`config.mk`:
```
export PLATFORM = sky130hd
export DESIGN_NAME = dac_ctrl_regs
export DESIGN_NICKNAME = d
export VERILOG_FILES = /design/src/include/dac_pkg.sv /design/src/design/dac_ctrl_regs.sv /design/src/design/pin_sync.sv /design/src/design/trim_cal_engine.sv
export SDC_FILE = /design/constraint.sdc
export NUM_CORES = 2
export LEC_CHECK = 0
export ABC_AREA = 0
export BUFFER_PORTS_ARGS = -buffer_cell sky130_fd_sc_hd__buf_2
export CELL_PAD_IN_SITES_DETAIL_PLACEMENT = 2
export CELL_PAD_IN_SITES_GLOBAL_PLACEMENT = 2
export CORE_MARGIN = 2
export CORE_UTILIZATION = 40
export CTS_CLUSTER_DIAMETER = 100
export DETAILED_ROUTE_END_ITERATION = 16
export PLACE_DENSITY = 0.8
export SETUP_SLACK_MARGIN = 0.5
export SYNTH_ARGS = -nofsm -noshare
export SYNTH_HDL_FRONTEND = slang
export SYNTH_SLANG_ARGS = --single-unit
```
`constraint.sdc`:
```
create_clock -name clk -period 16.4 [get_ports clk]
set_clock_uncertainty 0.1 [all_clocks]
set_input_delay 0 -clock clk [delete_from_list [all_inputs] [get_ports clk]]
set_output_delay 0 -clock clk [all_outputs]
set_load 0.02 [all_outputs]
```
`src/include/dac_pkg.sv`:
```
package dac_pkg;
	localparam int CLK_HZ = 10_000_000;

	// control word layout, bit 15 down to bit 0
	typedef struct packed {
		logic step_size_filter_off;
		logic output_during_trim;
		logic reference_hold_connect;
		logic [2:0] fixed_hi;
		logic trim_clear;
		logic fixed_lo;
		logic word_width_select;
		logic input_clear;
		logic code_format;
		logic fast_settle_off;
		logic byte_direction;
		logic bit_order;
		logic [1:0] operating_mode_field;
	} ctrl_s;

	localparam logic [15:0] CTRL_RESET = 16'h0802;
	localparam logic [15:0] CTRL_FIXED_MASK = 16'h1d00;
	localparam logic [15:0] CTRL_FIXED_VAL = 16'h0800;

	localparam logic [1:0] MODE_NORMAL = 2'h0;
	localparam logic [1:0] MODE_CAL = 2'h1;
	localparam logic [1:0] MODE_SLEEP = 2'h2;

	// instruction byte fields
	localparam int INSTR_RW_BIT = 7;
	localparam int INSTR_NB_HI = 6;
	localparam int INSTR_NB_LO = 5;
	localparam int INSTR_ADDR_HI = 3;
	localparam logic [2:0] CTRL_ADDR_PAGE = 3'h2;

	localparam logic [3:0] ADDR_CODE_B2 = 4'h0;
	localparam logic [3:0] ADDR_CODE_B1 = 4'h1;
	localparam logic [3:0] ADDR_CODE_B0 = 4'h2;
	localparam logic [3:0] ADDR_CTRL_B1 = 4'h4;
	localparam logic [3:0] ADDR_CTRL_B0 = 4'h5;
	localparam logic [3:0] ADDR_OFFS_B2 = 4'h8;
	localparam logic [3:0] ADDR_OFFS_B1 = 4'h9;
	localparam logic [3:0] ADDR_OFFS_B0 = 4'ha;
	localparam logic [3:0] ADDR_GAIN_B2 = 4'hc;
	localparam logic [3:0] ADDR_GAIN_B1 = 4'hd;
	localparam logic [3:0] ADDR_GAIN_B0 = 4'he;

	localparam logic [23:0] CODE_MID = 24'h800000;
	localparam logic [23:0] MASK16 = 24'hffff00;
	localparam logic [23:0] MASK20 = 24'hfffff0;
	localparam logic [23:0] TRIM_RESET = 24'h000000;
	localparam logic [23:0] CODE_RESET = 24'h000000;

	// adaptive filter threshold: 40 mV of a 5000 mV span, in 24-bit code units
	localparam longint STEP_MV = 40;
	localparam longint FULL_SCALE_MV = 5000;
	localparam logic [23:0] STEP_THRESH = 24'((STEP_MV * 64'd16777216) / FULL_SCALE_MV);

	localparam longint CAL_TIME_MS = 300;
	localparam int CAL_CYCLES = int'((CAL_TIME_MS * CLK_HZ) / 1000);
	localparam int AVG_LOG = 4;

	typedef enum logic [2:0] {ST_INSTR = 3'b001, ST_WRITE = 3'b010, ST_READ = 3'b100} serial_state_e;
	typedef enum logic [2:0] {CAL_IDLE = 3'b001, CAL_OFFS = 3'b010, CAL_GAIN = 3'b100} cal_state_e;
endpackage

```
`src/design/dac_ctrl_regs.sv`:
```
`timescale 1ns/1ps
module dac_ctrl_regs #(
	parameter int CAL_CYCLES = dac_pkg::CAL_CYCLES,
	parameter int AVG_LOG = dac_pkg::AVG_LOG
) (
	// clock and reset
	input wire logic clk,
	input wire logic rst,
	// serial link pins
	input wire logic sclk,
	input wire logic cs_n,
	input wire logic sdio_in,
	output logic sdio_out,
	output logic sdio_oe,
	// calibration comparator
	input wire logic [23:0] cal_meas,
	// modulator and analog controls
	output logic [23:0] mod_code,
	output logic mod_load,
	output logic fast_settle,
	output logic output_connect,
	output logic hold_connect,
	output logic word_width,
	output logic sleep,
	output logic cal_busy
);
	localparam int SAMPLE_GAP = CAL_CYCLES / (2 << AVG_LOG);

	logic sclk_s, cs_n_s, sdio_s, sclk_d_r;
	logic fall_w, rise_w;

	dac_pkg::serial_state_e st_r;
	logic [2:0] bit_cnt_r;
	logic [1:0] byte_left_r;
	logic [3:0] addr_r, addr_step_w;
	logic dec_r;
	logic [7:0] shift_r, rx_byte_w, tx_r;

	dac_pkg::ctrl_s ctrl_r, ctrl_sh_r, ctrl_sh_nxt, ctrl_new_w;
	logic [23:0] code_r, off_r, gain_r;
	logic [23:0] code_sh_r, off_sh_r, gain_sh_r;
	logic [23:0] code_sh_nxt, off_sh_nxt, gain_sh_nxt;
	logic instr_done_w, wr_byte_w, commit_w, commit_ok_w, code_upd_r;

	logic cal_start_w, cal_busy_w, cal_done_w;
	logic [23:0] cal_off_w, cal_gain_w;

	logic [23:0] sb_w, masked_w, corr_w, step_w;
	logic [47:0] prod_w;
	logic signed [26:0] total_w;

	// link clock is only sampled; the synchroniser resets to idle, sclk low and cs_n high
	pin_sync #(.WIDTH(3), .RESET_VAL(3'b010)) u_sync (
		.clk(clk),
		.rst(rst),
		.pin_in({sclk, cs_n, sdio_in}),
		.pin_out({sclk_s, cs_n_s, sdio_s})
	);

	trim_cal_engine #(.AVG_LOG(AVG_LOG), .SAMPLE_GAP(SAMPLE_GAP)) u_cal (
		.clk(clk),
		.rst(rst),
		.start(cal_start_w),
		.meas(cal_meas),
		.busy(cal_busy_w),
		.done(cal_done_w),
		.offset_result(cal_off_w),
		.gain_result(cal_gain_w)
	);

	always_ff @(posedge clk) begin
		if (rst) begin
			sclk_d_r <= 1'b0;
		end else begin
			sclk_d_r <= sclk_s;
		end
	end

	// edges count only while selected
	assign fall_w = sclk_d_r & ~sclk_s & ~cs_n_s;
	assign rise_w = ~sclk_d_r & sclk_s & ~cs_n_s;

	function automatic logic [7:0] rd_byte(input logic [3:0] a, input logic [15:0] c,
		input logic [23:0] d, input logic [23:0] o, input logic [23:0] g);
		case (a)
			dac_pkg::ADDR_CODE_B2: rd_byte = d[23:16];
			dac_pkg::ADDR_CODE_B1: rd_byte = d[15:8];
			dac_pkg::ADDR_CODE_B0: rd_byte = d[7:0];
			dac_pkg::ADDR_CTRL_B1: rd_byte = c[15:8];
			dac_pkg::ADDR_CTRL_B0: rd_byte = c[7:0];
			dac_pkg::ADDR_OFFS_B2: rd_byte = o[23:16];
			dac_pkg::ADDR_OFFS_B1: rd_byte = o[15:8];
			dac_pkg::ADDR_OFFS_B0: rd_byte = o[7:0];
			dac_pkg::ADDR_GAIN_B2: rd_byte = g[23:16];
			dac_pkg::ADDR_GAIN_B1: rd_byte = g[15:8];
			dac_pkg::ADDR_GAIN_B0: rd_byte = g[7:0];
			default: rd_byte = 8'h00;
		endcase
	endfunction

	assign rx_byte_w = ctrl_r.bit_order ? {sdio_s, shift_r[7:1]} : {shift_r[6:0], sdio_s};
	assign addr_step_w = dec_r ? addr_r - 4'h1 : addr_r + 4'h1;
	assign instr_done_w = fall_w && st_r == dac_pkg::ST_INSTR && bit_cnt_r == 3'h7;
	assign wr_byte_w = fall_w && st_r == dac_pkg::ST_WRITE && bit_cnt_r == 3'h7;
	assign commit_w = wr_byte_w && byte_left_r == 2'h0;
	assign commit_ok_w = commit_w && !cal_busy_w && !cal_done_w;
	assign cal_start_w = commit_ok_w && ctrl_new_w.operating_mode_field == dac_pkg::MODE_CAL;

	// serial sequencer: instruction byte, then the counted data bytes
	always_ff @(posedge clk) begin
		if (rst) begin
			st_r <= dac_pkg::ST_INSTR;
			bit_cnt_r <= 3'h0;
			byte_left_r <= 2'h0;
			addr_r <= 4'h0;
			dec_r <= 1'b0;
			shift_r <= 8'h00;
			tx_r <= 8'h00;
		end else if (fall_w) begin
			shift_r <= rx_byte_w;
			bit_cnt_r <= bit_cnt_r + 3'h1;
			if (bit_cnt_r == 3'h7) begin
				unique case (st_r)
					dac_pkg::ST_INSTR: begin
						addr_r <= rx_byte_w[dac_pkg::INSTR_ADDR_HI:0];
						// count code 11 is taken as three bytes
						byte_left_r <= (rx_byte_w[dac_pkg::INSTR_NB_HI:dac_pkg::INSTR_NB_LO] == 2'h3) ? 2'h2 :
							rx_byte_w[dac_pkg::INSTR_NB_HI:dac_pkg::INSTR_NB_LO];
						// control word writes always ascend
						dec_r <= ctrl_r.byte_direction && (rx_byte_w[dac_pkg::INSTR_RW_BIT] ||
							rx_byte_w[dac_pkg::INSTR_ADDR_HI:1] != dac_pkg::CTRL_ADDR_PAGE);
						st_r <= rx_byte_w[dac_pkg::INSTR_RW_BIT] ? dac_pkg::ST_READ : dac_pkg::ST_WRITE;
						tx_r <= rd_byte(rx_byte_w[dac_pkg::INSTR_ADDR_HI:0], ctrl_r, code_r, off_r, gain_r);
					end
					dac_pkg::ST_WRITE, dac_pkg::ST_READ: begin
						addr_r <= addr_step_w;
						tx_r <= rd_byte(addr_step_w, ctrl_r, code_r, off_r, gain_r);
						byte_left_r <= byte_left_r - 2'h1;
						if (byte_left_r == 2'h0) begin
							st_r <= dac_pkg::ST_INSTR;
						end
					end
				endcase
			end
		end
	end

	// read data leaves on the rising edge, host samples on the falling one
	always_ff @(posedge clk) begin
		if (rst) begin
			sdio_out <= 1'b0;
			sdio_oe <= 1'b0;
		end else begin
			sdio_oe <= st_r == dac_pkg::ST_READ;
			if (rise_w && st_r == dac_pkg::ST_READ) begin
				sdio_out <= ctrl_r.bit_order ? tx_r[bit_cnt_r] : tx_r[3'h7 - bit_cnt_r];
			end
		end
	end

	// bytes land in shadow copies; nothing takes effect before the last bit
	always_comb begin
		ctrl_sh_nxt = ctrl_sh_r;
		code_sh_nxt = code_sh_r;
		off_sh_nxt = off_sh_r;
		gain_sh_nxt = gain_sh_r;
		if (wr_byte_w) begin
			case (addr_r)
				dac_pkg::ADDR_CODE_B2: code_sh_nxt[23:16] = rx_byte_w;
				dac_pkg::ADDR_CODE_B1: code_sh_nxt[15:8] = rx_byte_w;
				dac_pkg::ADDR_CODE_B0: code_sh_nxt[7:0] = rx_byte_w;
				dac_pkg::ADDR_CTRL_B1: ctrl_sh_nxt[15:8] = rx_byte_w;
				dac_pkg::ADDR_CTRL_B0: ctrl_sh_nxt[7:0] = rx_byte_w;
				dac_pkg::ADDR_OFFS_B2: off_sh_nxt[23:16] = rx_byte_w;
				dac_pkg::ADDR_OFFS_B1: off_sh_nxt[15:8] = rx_byte_w;
				dac_pkg::ADDR_OFFS_B0: off_sh_nxt[7:0] = rx_byte_w;
				dac_pkg::ADDR_GAIN_B2: gain_sh_nxt[23:16] = rx_byte_w;
				dac_pkg::ADDR_GAIN_B1: gain_sh_nxt[15:8] = rx_byte_w;
				dac_pkg::ADDR_GAIN_B0: gain_sh_nxt[7:0] = rx_byte_w;
				default: ;
			endcase
		end
		ctrl_new_w = dac_pkg::ctrl_s'((ctrl_sh_nxt & ~dac_pkg::CTRL_FIXED_MASK) | dac_pkg::CTRL_FIXED_VAL);
		ctrl_new_w.trim_clear = 1'b0;
	end

	always_ff @(posedge clk) begin
		if (rst) begin
			ctrl_sh_r <= dac_pkg::CTRL_RESET;
			code_sh_r <= dac_pkg::CODE_RESET;
			off_sh_r <= dac_pkg::TRIM_RESET;
			gain_sh_r <= dac_pkg::TRIM_RESET;
		end else if (instr_done_w) begin
			ctrl_sh_r <= ctrl_r;
			code_sh_r <= code_r;
			off_sh_r <= off_r;
			gain_sh_r <= gain_r;
		end else begin
			ctrl_sh_r <= ctrl_sh_nxt;
			code_sh_r <= code_sh_nxt;
			off_sh_r <= off_sh_nxt;
			gain_sh_r <= gain_sh_nxt;
		end
	end

	// control word and trims; calibration completion outranks a write
	always_ff @(posedge clk) begin
		if (rst) begin
			ctrl_r <= dac_pkg::CTRL_RESET;
			off_r <= dac_pkg::TRIM_RESET;
			gain_r <= dac_pkg::TRIM_RESET;
		end else if (cal_done_w) begin
			ctrl_r.operating_mode_field <= dac_pkg::MODE_NORMAL;
			off_r <= cal_off_w;
			gain_r <= cal_gain_w;
		end else if (commit_ok_w) begin
			ctrl_r <= ctrl_new_w;
			if (ctrl_sh_nxt.trim_clear) begin
				off_r <= dac_pkg::TRIM_RESET;
				gain_r <= dac_pkg::TRIM_RESET;
			end else begin
				off_r <= off_sh_nxt;
				gain_r <= gain_sh_nxt;
			end
		end
	end

	always_ff @(posedge clk) begin
		if (rst) begin
			code_r <= dac_pkg::CODE_RESET;
			code_upd_r <= 1'b0;
		end else begin
			code_upd_r <= commit_ok_w;
			if (commit_ok_w) begin
				code_r <= ctrl_new_w.input_clear ? dac_pkg::CODE_RESET : code_sh_nxt;
			end
		end
	end

	// correction: straight binary, resolution mask, then linear trims
	always_comb begin
		sb_w = ctrl_r.code_format ? code_r : (code_r ^ dac_pkg::CODE_MID);
		masked_w = sb_w & (ctrl_r.word_width_select ? dac_pkg::MASK20 : dac_pkg::MASK16);
		prod_w = masked_w * gain_r;
		total_w = $signed({3'b000, masked_w}) + $signed({{3{off_r[23]}}, off_r}) +
			$signed({3'b000, prod_w[47:24]});
		if (total_w[26]) begin
			corr_w = 24'h000000;
		end else if (total_w[25:24] != 2'h0) begin
			corr_w = 24'hffffff;
		end else begin
			corr_w = total_w[23:0];
		end
		step_w = (corr_w > mod_code) ? corr_w - mod_code : mod_code - corr_w;
	end

	always_ff @(posedge clk) begin
		if (rst) begin
			mod_code <= 24'h000000;
			mod_load <= 1'b0;
			fast_settle <= 1'b0;
			output_connect <= 1'b0;
			hold_connect <= 1'b0;
			word_width <= 1'b0;
			sleep <= 1'b1;
			cal_busy <= 1'b0;
		end else begin
			mod_code <= corr_w;
			mod_load <= code_upd_r;
			if (code_upd_r) begin
				fast_settle <= !ctrl_r.fast_settle_off &&
					(ctrl_r.step_size_filter_off || step_w > dac_pkg::STEP_THRESH);
			end
			// sleep, and calibration unless kept connected, isolate the output
			output_connect <= ctrl_r.operating_mode_field != dac_pkg::MODE_SLEEP &&
				!(cal_busy_w && !ctrl_r.output_during_trim);
			hold_connect <= ctrl_r.reference_hold_connect;
			word_width <= ctrl_r.word_width_select;
			sleep <= ctrl_r.operating_mode_field == dac_pkg::MODE_SLEEP;
			cal_busy <= cal_busy_w;
		end
	end
endmodule

```
`src/design/pin_sync.sv`:
```
`timescale 1ns/1ps
module pin_sync #(
	parameter int WIDTH = 1,
	parameter logic [WIDTH-1:0] RESET_VAL = '0
) (
	// clock and reset
	input wire logic clk,
	input wire logic rst,
	// asynchronous pins and their synchronised copies
	input wire logic [WIDTH-1:0] pin_in,
	output logic [WIDTH-1:0] pin_out
);
	logic [WIDTH-1:0] meta_r;

	for (genvar i = 0; i < WIDTH; i++) begin : g_bit
		always_ff @(posedge clk) begin
			if (rst) begin
				meta_r[i] <= RESET_VAL[i];
				pin_out[i] <= RESET_VAL[i];
			end else begin
				meta_r[i] <= pin_in[i];
				pin_out[i] <= meta_r[i];
			end
		end
	end
endmodule

```
`src/design/trim_cal_engine.sv`:
```
`timescale 1ns/1ps
module trim_cal_engine #(
	parameter int AVG_LOG = dac_pkg::AVG_LOG,
	parameter int SAMPLE_GAP = 16
) (
	// clock and reset
	input wire logic clk,
	input wire logic rst,
	// request and comparator samples
	input wire logic start,
	input wire logic [23:0] meas,
	// results
	output logic busy,
	output logic done,
	output logic [23:0] offset_result,
	output logic [23:0] gain_result
);
	localparam int ACC_W = 24 + AVG_LOG;
	localparam int GAP_W = $clog2(SAMPLE_GAP + 1);
	localparam logic [GAP_W-1:0] GAP_LAST = GAP_W'(SAMPLE_GAP - 1);
	localparam logic [AVG_LOG-1:0] CNT_LAST = '1;

	dac_pkg::cal_state_e st_r;
	logic [GAP_W-1:0] gap_r;
	logic [AVG_LOG-1:0] cnt_r;
	logic [ACC_W-1:0] acc_r;
	logic [ACC_W-1:0] sum_w;

	assign sum_w = acc_r + {{AVG_LOG{1'b0}}, meas};

	// one sequence: offset phase then gain phase, each averaging 2**AVG_LOG samples
	always_ff @(posedge clk) begin
		if (rst) begin
			st_r <= dac_pkg::CAL_IDLE;
			gap_r <= '0;
			cnt_r <= '0;
			acc_r <= '0;
			busy <= 1'b0;
			done <= 1'b0;
			offset_result <= dac_pkg::TRIM_RESET;
			gain_result <= dac_pkg::TRIM_RESET;
		end else begin
			done <= 1'b0;
			unique case (st_r)
				dac_pkg::CAL_IDLE: begin
					if (start) begin
						st_r <= dac_pkg::CAL_OFFS;
						busy <= 1'b1;
						gap_r <= '0;
						cnt_r <= '0;
						acc_r <= '0;
					end
				end
				dac_pkg::CAL_OFFS, dac_pkg::CAL_GAIN: begin
					gap_r <= (gap_r == GAP_LAST) ? '0 : gap_r + 1'b1;
					if (gap_r == GAP_LAST) begin
						acc_r <= sum_w;
						cnt_r <= cnt_r + 1'b1;
						if (cnt_r == CNT_LAST) begin
							acc_r <= '0;
							if (st_r == dac_pkg::CAL_OFFS) begin
								// averaged, then stored in offset two's complement form
								offset_result <= sum_w[ACC_W-1:AVG_LOG] ^ dac_pkg::CODE_MID;
								st_r <= dac_pkg::CAL_GAIN;
							end else begin
								gain_result <= sum_w[ACC_W-1:AVG_LOG];
								st_r <= dac_pkg::CAL_IDLE;
								busy <= 1'b0;
								done <= 1'b1;
							end
						end
					end
				end
			endcase
		end
	end
endmodule

```
==> results.cfg <==
[pwr]
leakage_uw = 0.01811
combPwrFrac = 0.079
power.internal_uw = 1405
vdd_drop_max_v = 0.00007564
sw_frac_of_total = 0.2721
powerDensity_nw_per_um2 = 49.52
p_seq_frac = 0.438
p_clk_frac = 0.483
p_sw_uw = 525.1

[timing]
slew_viol_final = 0
layout_min_cycle_time_ps = 15240
slew_headroom = 0.2016
fin_setup_tns_ps = 0
whs_ps = 30.68
final_hold_viol_count = 0
setup_viol = 0
fin_crit_sh = 0.9294
rsz0062_at_grt = false
worst_pin_slew_ps = 1196
max_freq_ghz = 0.06561

[clock_network]
cts-buffers-inserted = 42
htreeDepth = 2
worstSkewPairLatency_ps = 600
cts_tree = yes
max-clock-path-buffers = 3
clock-sinks = 339
clk_pin_slew_ps = 60
cts_root_buf = clkbuf_16

[die]
row_count = 109
pin_count = 62
die_area_um2 = 91950
chipWidth_um = 303.2
die_h_um = 303.2
coreArea_um2 = 88510
initial_utilization = 0.4047

[critical_path]
cp-start-kind = register
arrival_ps = 15570
slowest_stage = dfxtp_1
cp_slowest_stage_delay_ps = 990
cp_max_fo = 22
cp.required_ps = 16730
endpoint_kind = register
timing.critical_path.mode_cell = fa_1
worstSetupPathType = register to register

[place]
numPortBuffers = 61
dp_hpwl_mm = 106.6
gp_congestion = 0.9366

[yosys]
netlist_area_um2 = 35820
async_flop_share = 0
synth_fp_nets = 5089
synth_fa_ha_area_frac = 0.3298
synth_compound_gate_area_share = 0.1549
ys.flop_type = dfxtp_1
ys_warn_count = 0
synth_top_family_by_area = adder cells
yosys.area_share.simple = 0.1923
netlist_instances = 4366
synthMuxAreaShare = 0.01747
synth_xor_area_frac = 0.02616
synth_edf_count = 0
syn_avg_cell_area_um2 = 8.204
ys_types = 87
synth-seq-cells = 339
yosysSeqAreaShare = 0.1895

[global_route]
grt_pass1_wl_mm = 222.4
grtUsageTotal = 0.3162
grt_max_degree = 127
grt_overflow = 0
antenna_found_initial = 4
grt_pass1_vias = 36140

[drt]
vias = 32170
via_per_inst = 5.840
ant_nets = 0
firstDrtPassIters = 8
totalWireLength_mm = 144.1
drtIter0Drc = 2552
post_drt_wl_per_cell_um = 26.16
drt_drc_violations_left = 0

[cells_and_area]
fin_nets = 5033
fill_cells = 9917
layout-drive-gt1-share = 0.06863
area_growth_pct = 8.813
mostFrequentLayoutCells = inv_1, nand2_1, fa_1, nor2_1, a21oi_1
final_common_cell = inv_1

[status]
status = completed

[min_path]
hold_class = primary input to register

[run]
max_cap_violations = 0
==> critical path, delay by kind of cell (launching register included) <==
family,cells,cell delay [ps]
simple gates,12,2980
xor+xnor,2,330
mux,1,300
flops,1,990
buf+inv,8,970
compound gates,18,4280
fa+ha+maj,11,5080
==> layout make-up <==
type	count	area, um^2	area share
multi-input cells	3181	25970	0.6664
flip-flops and latches	339	6794	0.1743
inverters	569	2138	0.05486
well taps	1165	1458	0.03740
repair buffers	177	1254	0.03217
clock buffers	55	1171	0.03005
clock inverters	21	182.7	0.004687
diodes	2	5.005	0.0001284
==> cells by family (layout without fill, tap and decap cells) <==
family | Yosys count | count (layout)
and+or+nand+nor | 1485 | 1485
DFF | 339 | 339
other | 0 | 2
buffers and inverters | 846 | 822
xor gates and xnor gates | 107 | 107
AOI/OAI and AO/OA | 842 | 842
muxes | 53 | 53
adders and majority gates | 694 | 694
==> per-stage QoR <==
step / util / cell area (um^2) / worst slack [ps] / cells / power [uW]
final: 0.4403 / 38970 / 1158 / 5509 / 1930
after floorplan: - / 35820 / 3504 / 4366 / 961.8
after global routing: 0.4403 / 38970 / 596.2 / 5507 / 1997
after CTS: 0.4397 / 38920 / 673.0 / 5505 / 1944
after global placement: 0.4216 / 37320 / 922.2 / 5405 / 1002
after detailed placement: 0.4216 / 37320 / 456.3 / 5405 / 1007
==> state kept, by name (all words and copies together), names as in the netlist, 2 cells and up <==
| signal | cells |
|---|---|
| tx_r | 8 |
| u_cal.gap_r | 17 |
| shift_r | 8 |
| ctrl_sh_r | 12 |
| byte_left_r | 2 |
| u_cal.acc_r | 28 |
| ctrl_r | 11 |
| addr_r | 4 |
| u_cal.offset_result | 24 |
| u_sync.pin_out | 3 |
| code_r | 24 |
| off_sh_r | 24 |
| u_cal.gain_result | 24 |
| u_sync.meta_r | 3 |
| u_cal.cnt_r | 4 |
| gain_r | 24 |
| mod_code | 24 |
| off_r | 24 |
| st_r | 3 |
| u_cal.st_r | 3 |
| gain_sh_r | 24 |
| bit_cnt_r | 3 |
| code_sh_r | 24 |
==> path summary, 6_finish.rpt <==
check | start | end | slack, ps | cells after the start
hold / removal | cal_meas[11] | u_cal.gain_result[7]$_SDFFE_PP0P_ | 30 | 5
setup / recovery | gain_r[5]$_SDFFE_PP0P_ | fast_settle$_SDFFE_PP0P_ | 1160 | 52
hold reg to reg | u_sync.meta_r[1]$_SDFF_PP1_ | u_sync.pin_out[1]$_SDFF_PP1_ | 310 | 1
setup reg to reg | gain_r[5]$_SDFFE_PP0P_ | fast_settle$_SDFFE_PP0P_ | 1160 | 52
==> repair_timing <==
action,4_1_cts,5_1_grt
setup buffers,0,2
hold endpoints to repair,142,0
pin swaps,0,1
hold buffers,24,0
endpoints found under the setup margin,1,1
gates resized for setup,1,12
==> synth_stat cells, drive strengths merged, types with 6 or more instances <==
cell,number,area share
inv,569,0.060
nand2,556,0.058
fa,417,0.23
nor2,391,0.041
a21oi,341,0.048
dfxtp,339,0.19
ha,277,0.097
clkbuf,245,0.026
and2,207,0.036
o21ai,114,0.016
and3,80,0.014
xnor2,67,0.016
a21o,59,0.012
a222oi,55,0.015
nor3,54,0.0077
nand3,49,0.0068
a211oi,46,0.0096
mux2i,40,0.011
xor2,40,0.0098
a22o,34,0.0083
buf,32,0.0046
nand2b,32,0.0056
nor2b,31,0.0054
a31oi,24,0.0042
nand4,23,0.0040
a221oi,18,0.0046
o21a,17,0.0036
a2111oi,15,0.0037
a22oi,15,0.0031
o21bai,15,0.0031
or2,14,0.0024
o211ai,11,0.0023
or3,11,0.0019
o31ai,8,0.0017
a21boi,7,0.0015
and4,7,0.0018
mux4,7,0.0044
mux2,6,0.0019
o31a,6,0.0015
o32ai,6,0.0020
==> power groups by stage <==
stage | Combinational [uW] | Clock (uW) | Sequential (uW)
after floorplan | 103 | 0 | 859
after CTS | 149 | 949 | 845
after detailed placement | 143 | 0 | 863
after global routing | 167 | 983 | 847
after global placement | 140 | 0 | 862
final | 152 | 933 | 845
==> layer usage <==
metal | share of wire | vias up | GRT usage
li1 | - | 14220 | -
met1 | 0.42 | 16720 | 0.4078
met2 | 0.49 | 954 | 0.5469
met3 | 0.051 | 274 | 0.03563
met4 | 0.039 | 0 | 0.1131
met5 | 0 | - | 0
Note: power is estimated with default switching activity, not from simulation.
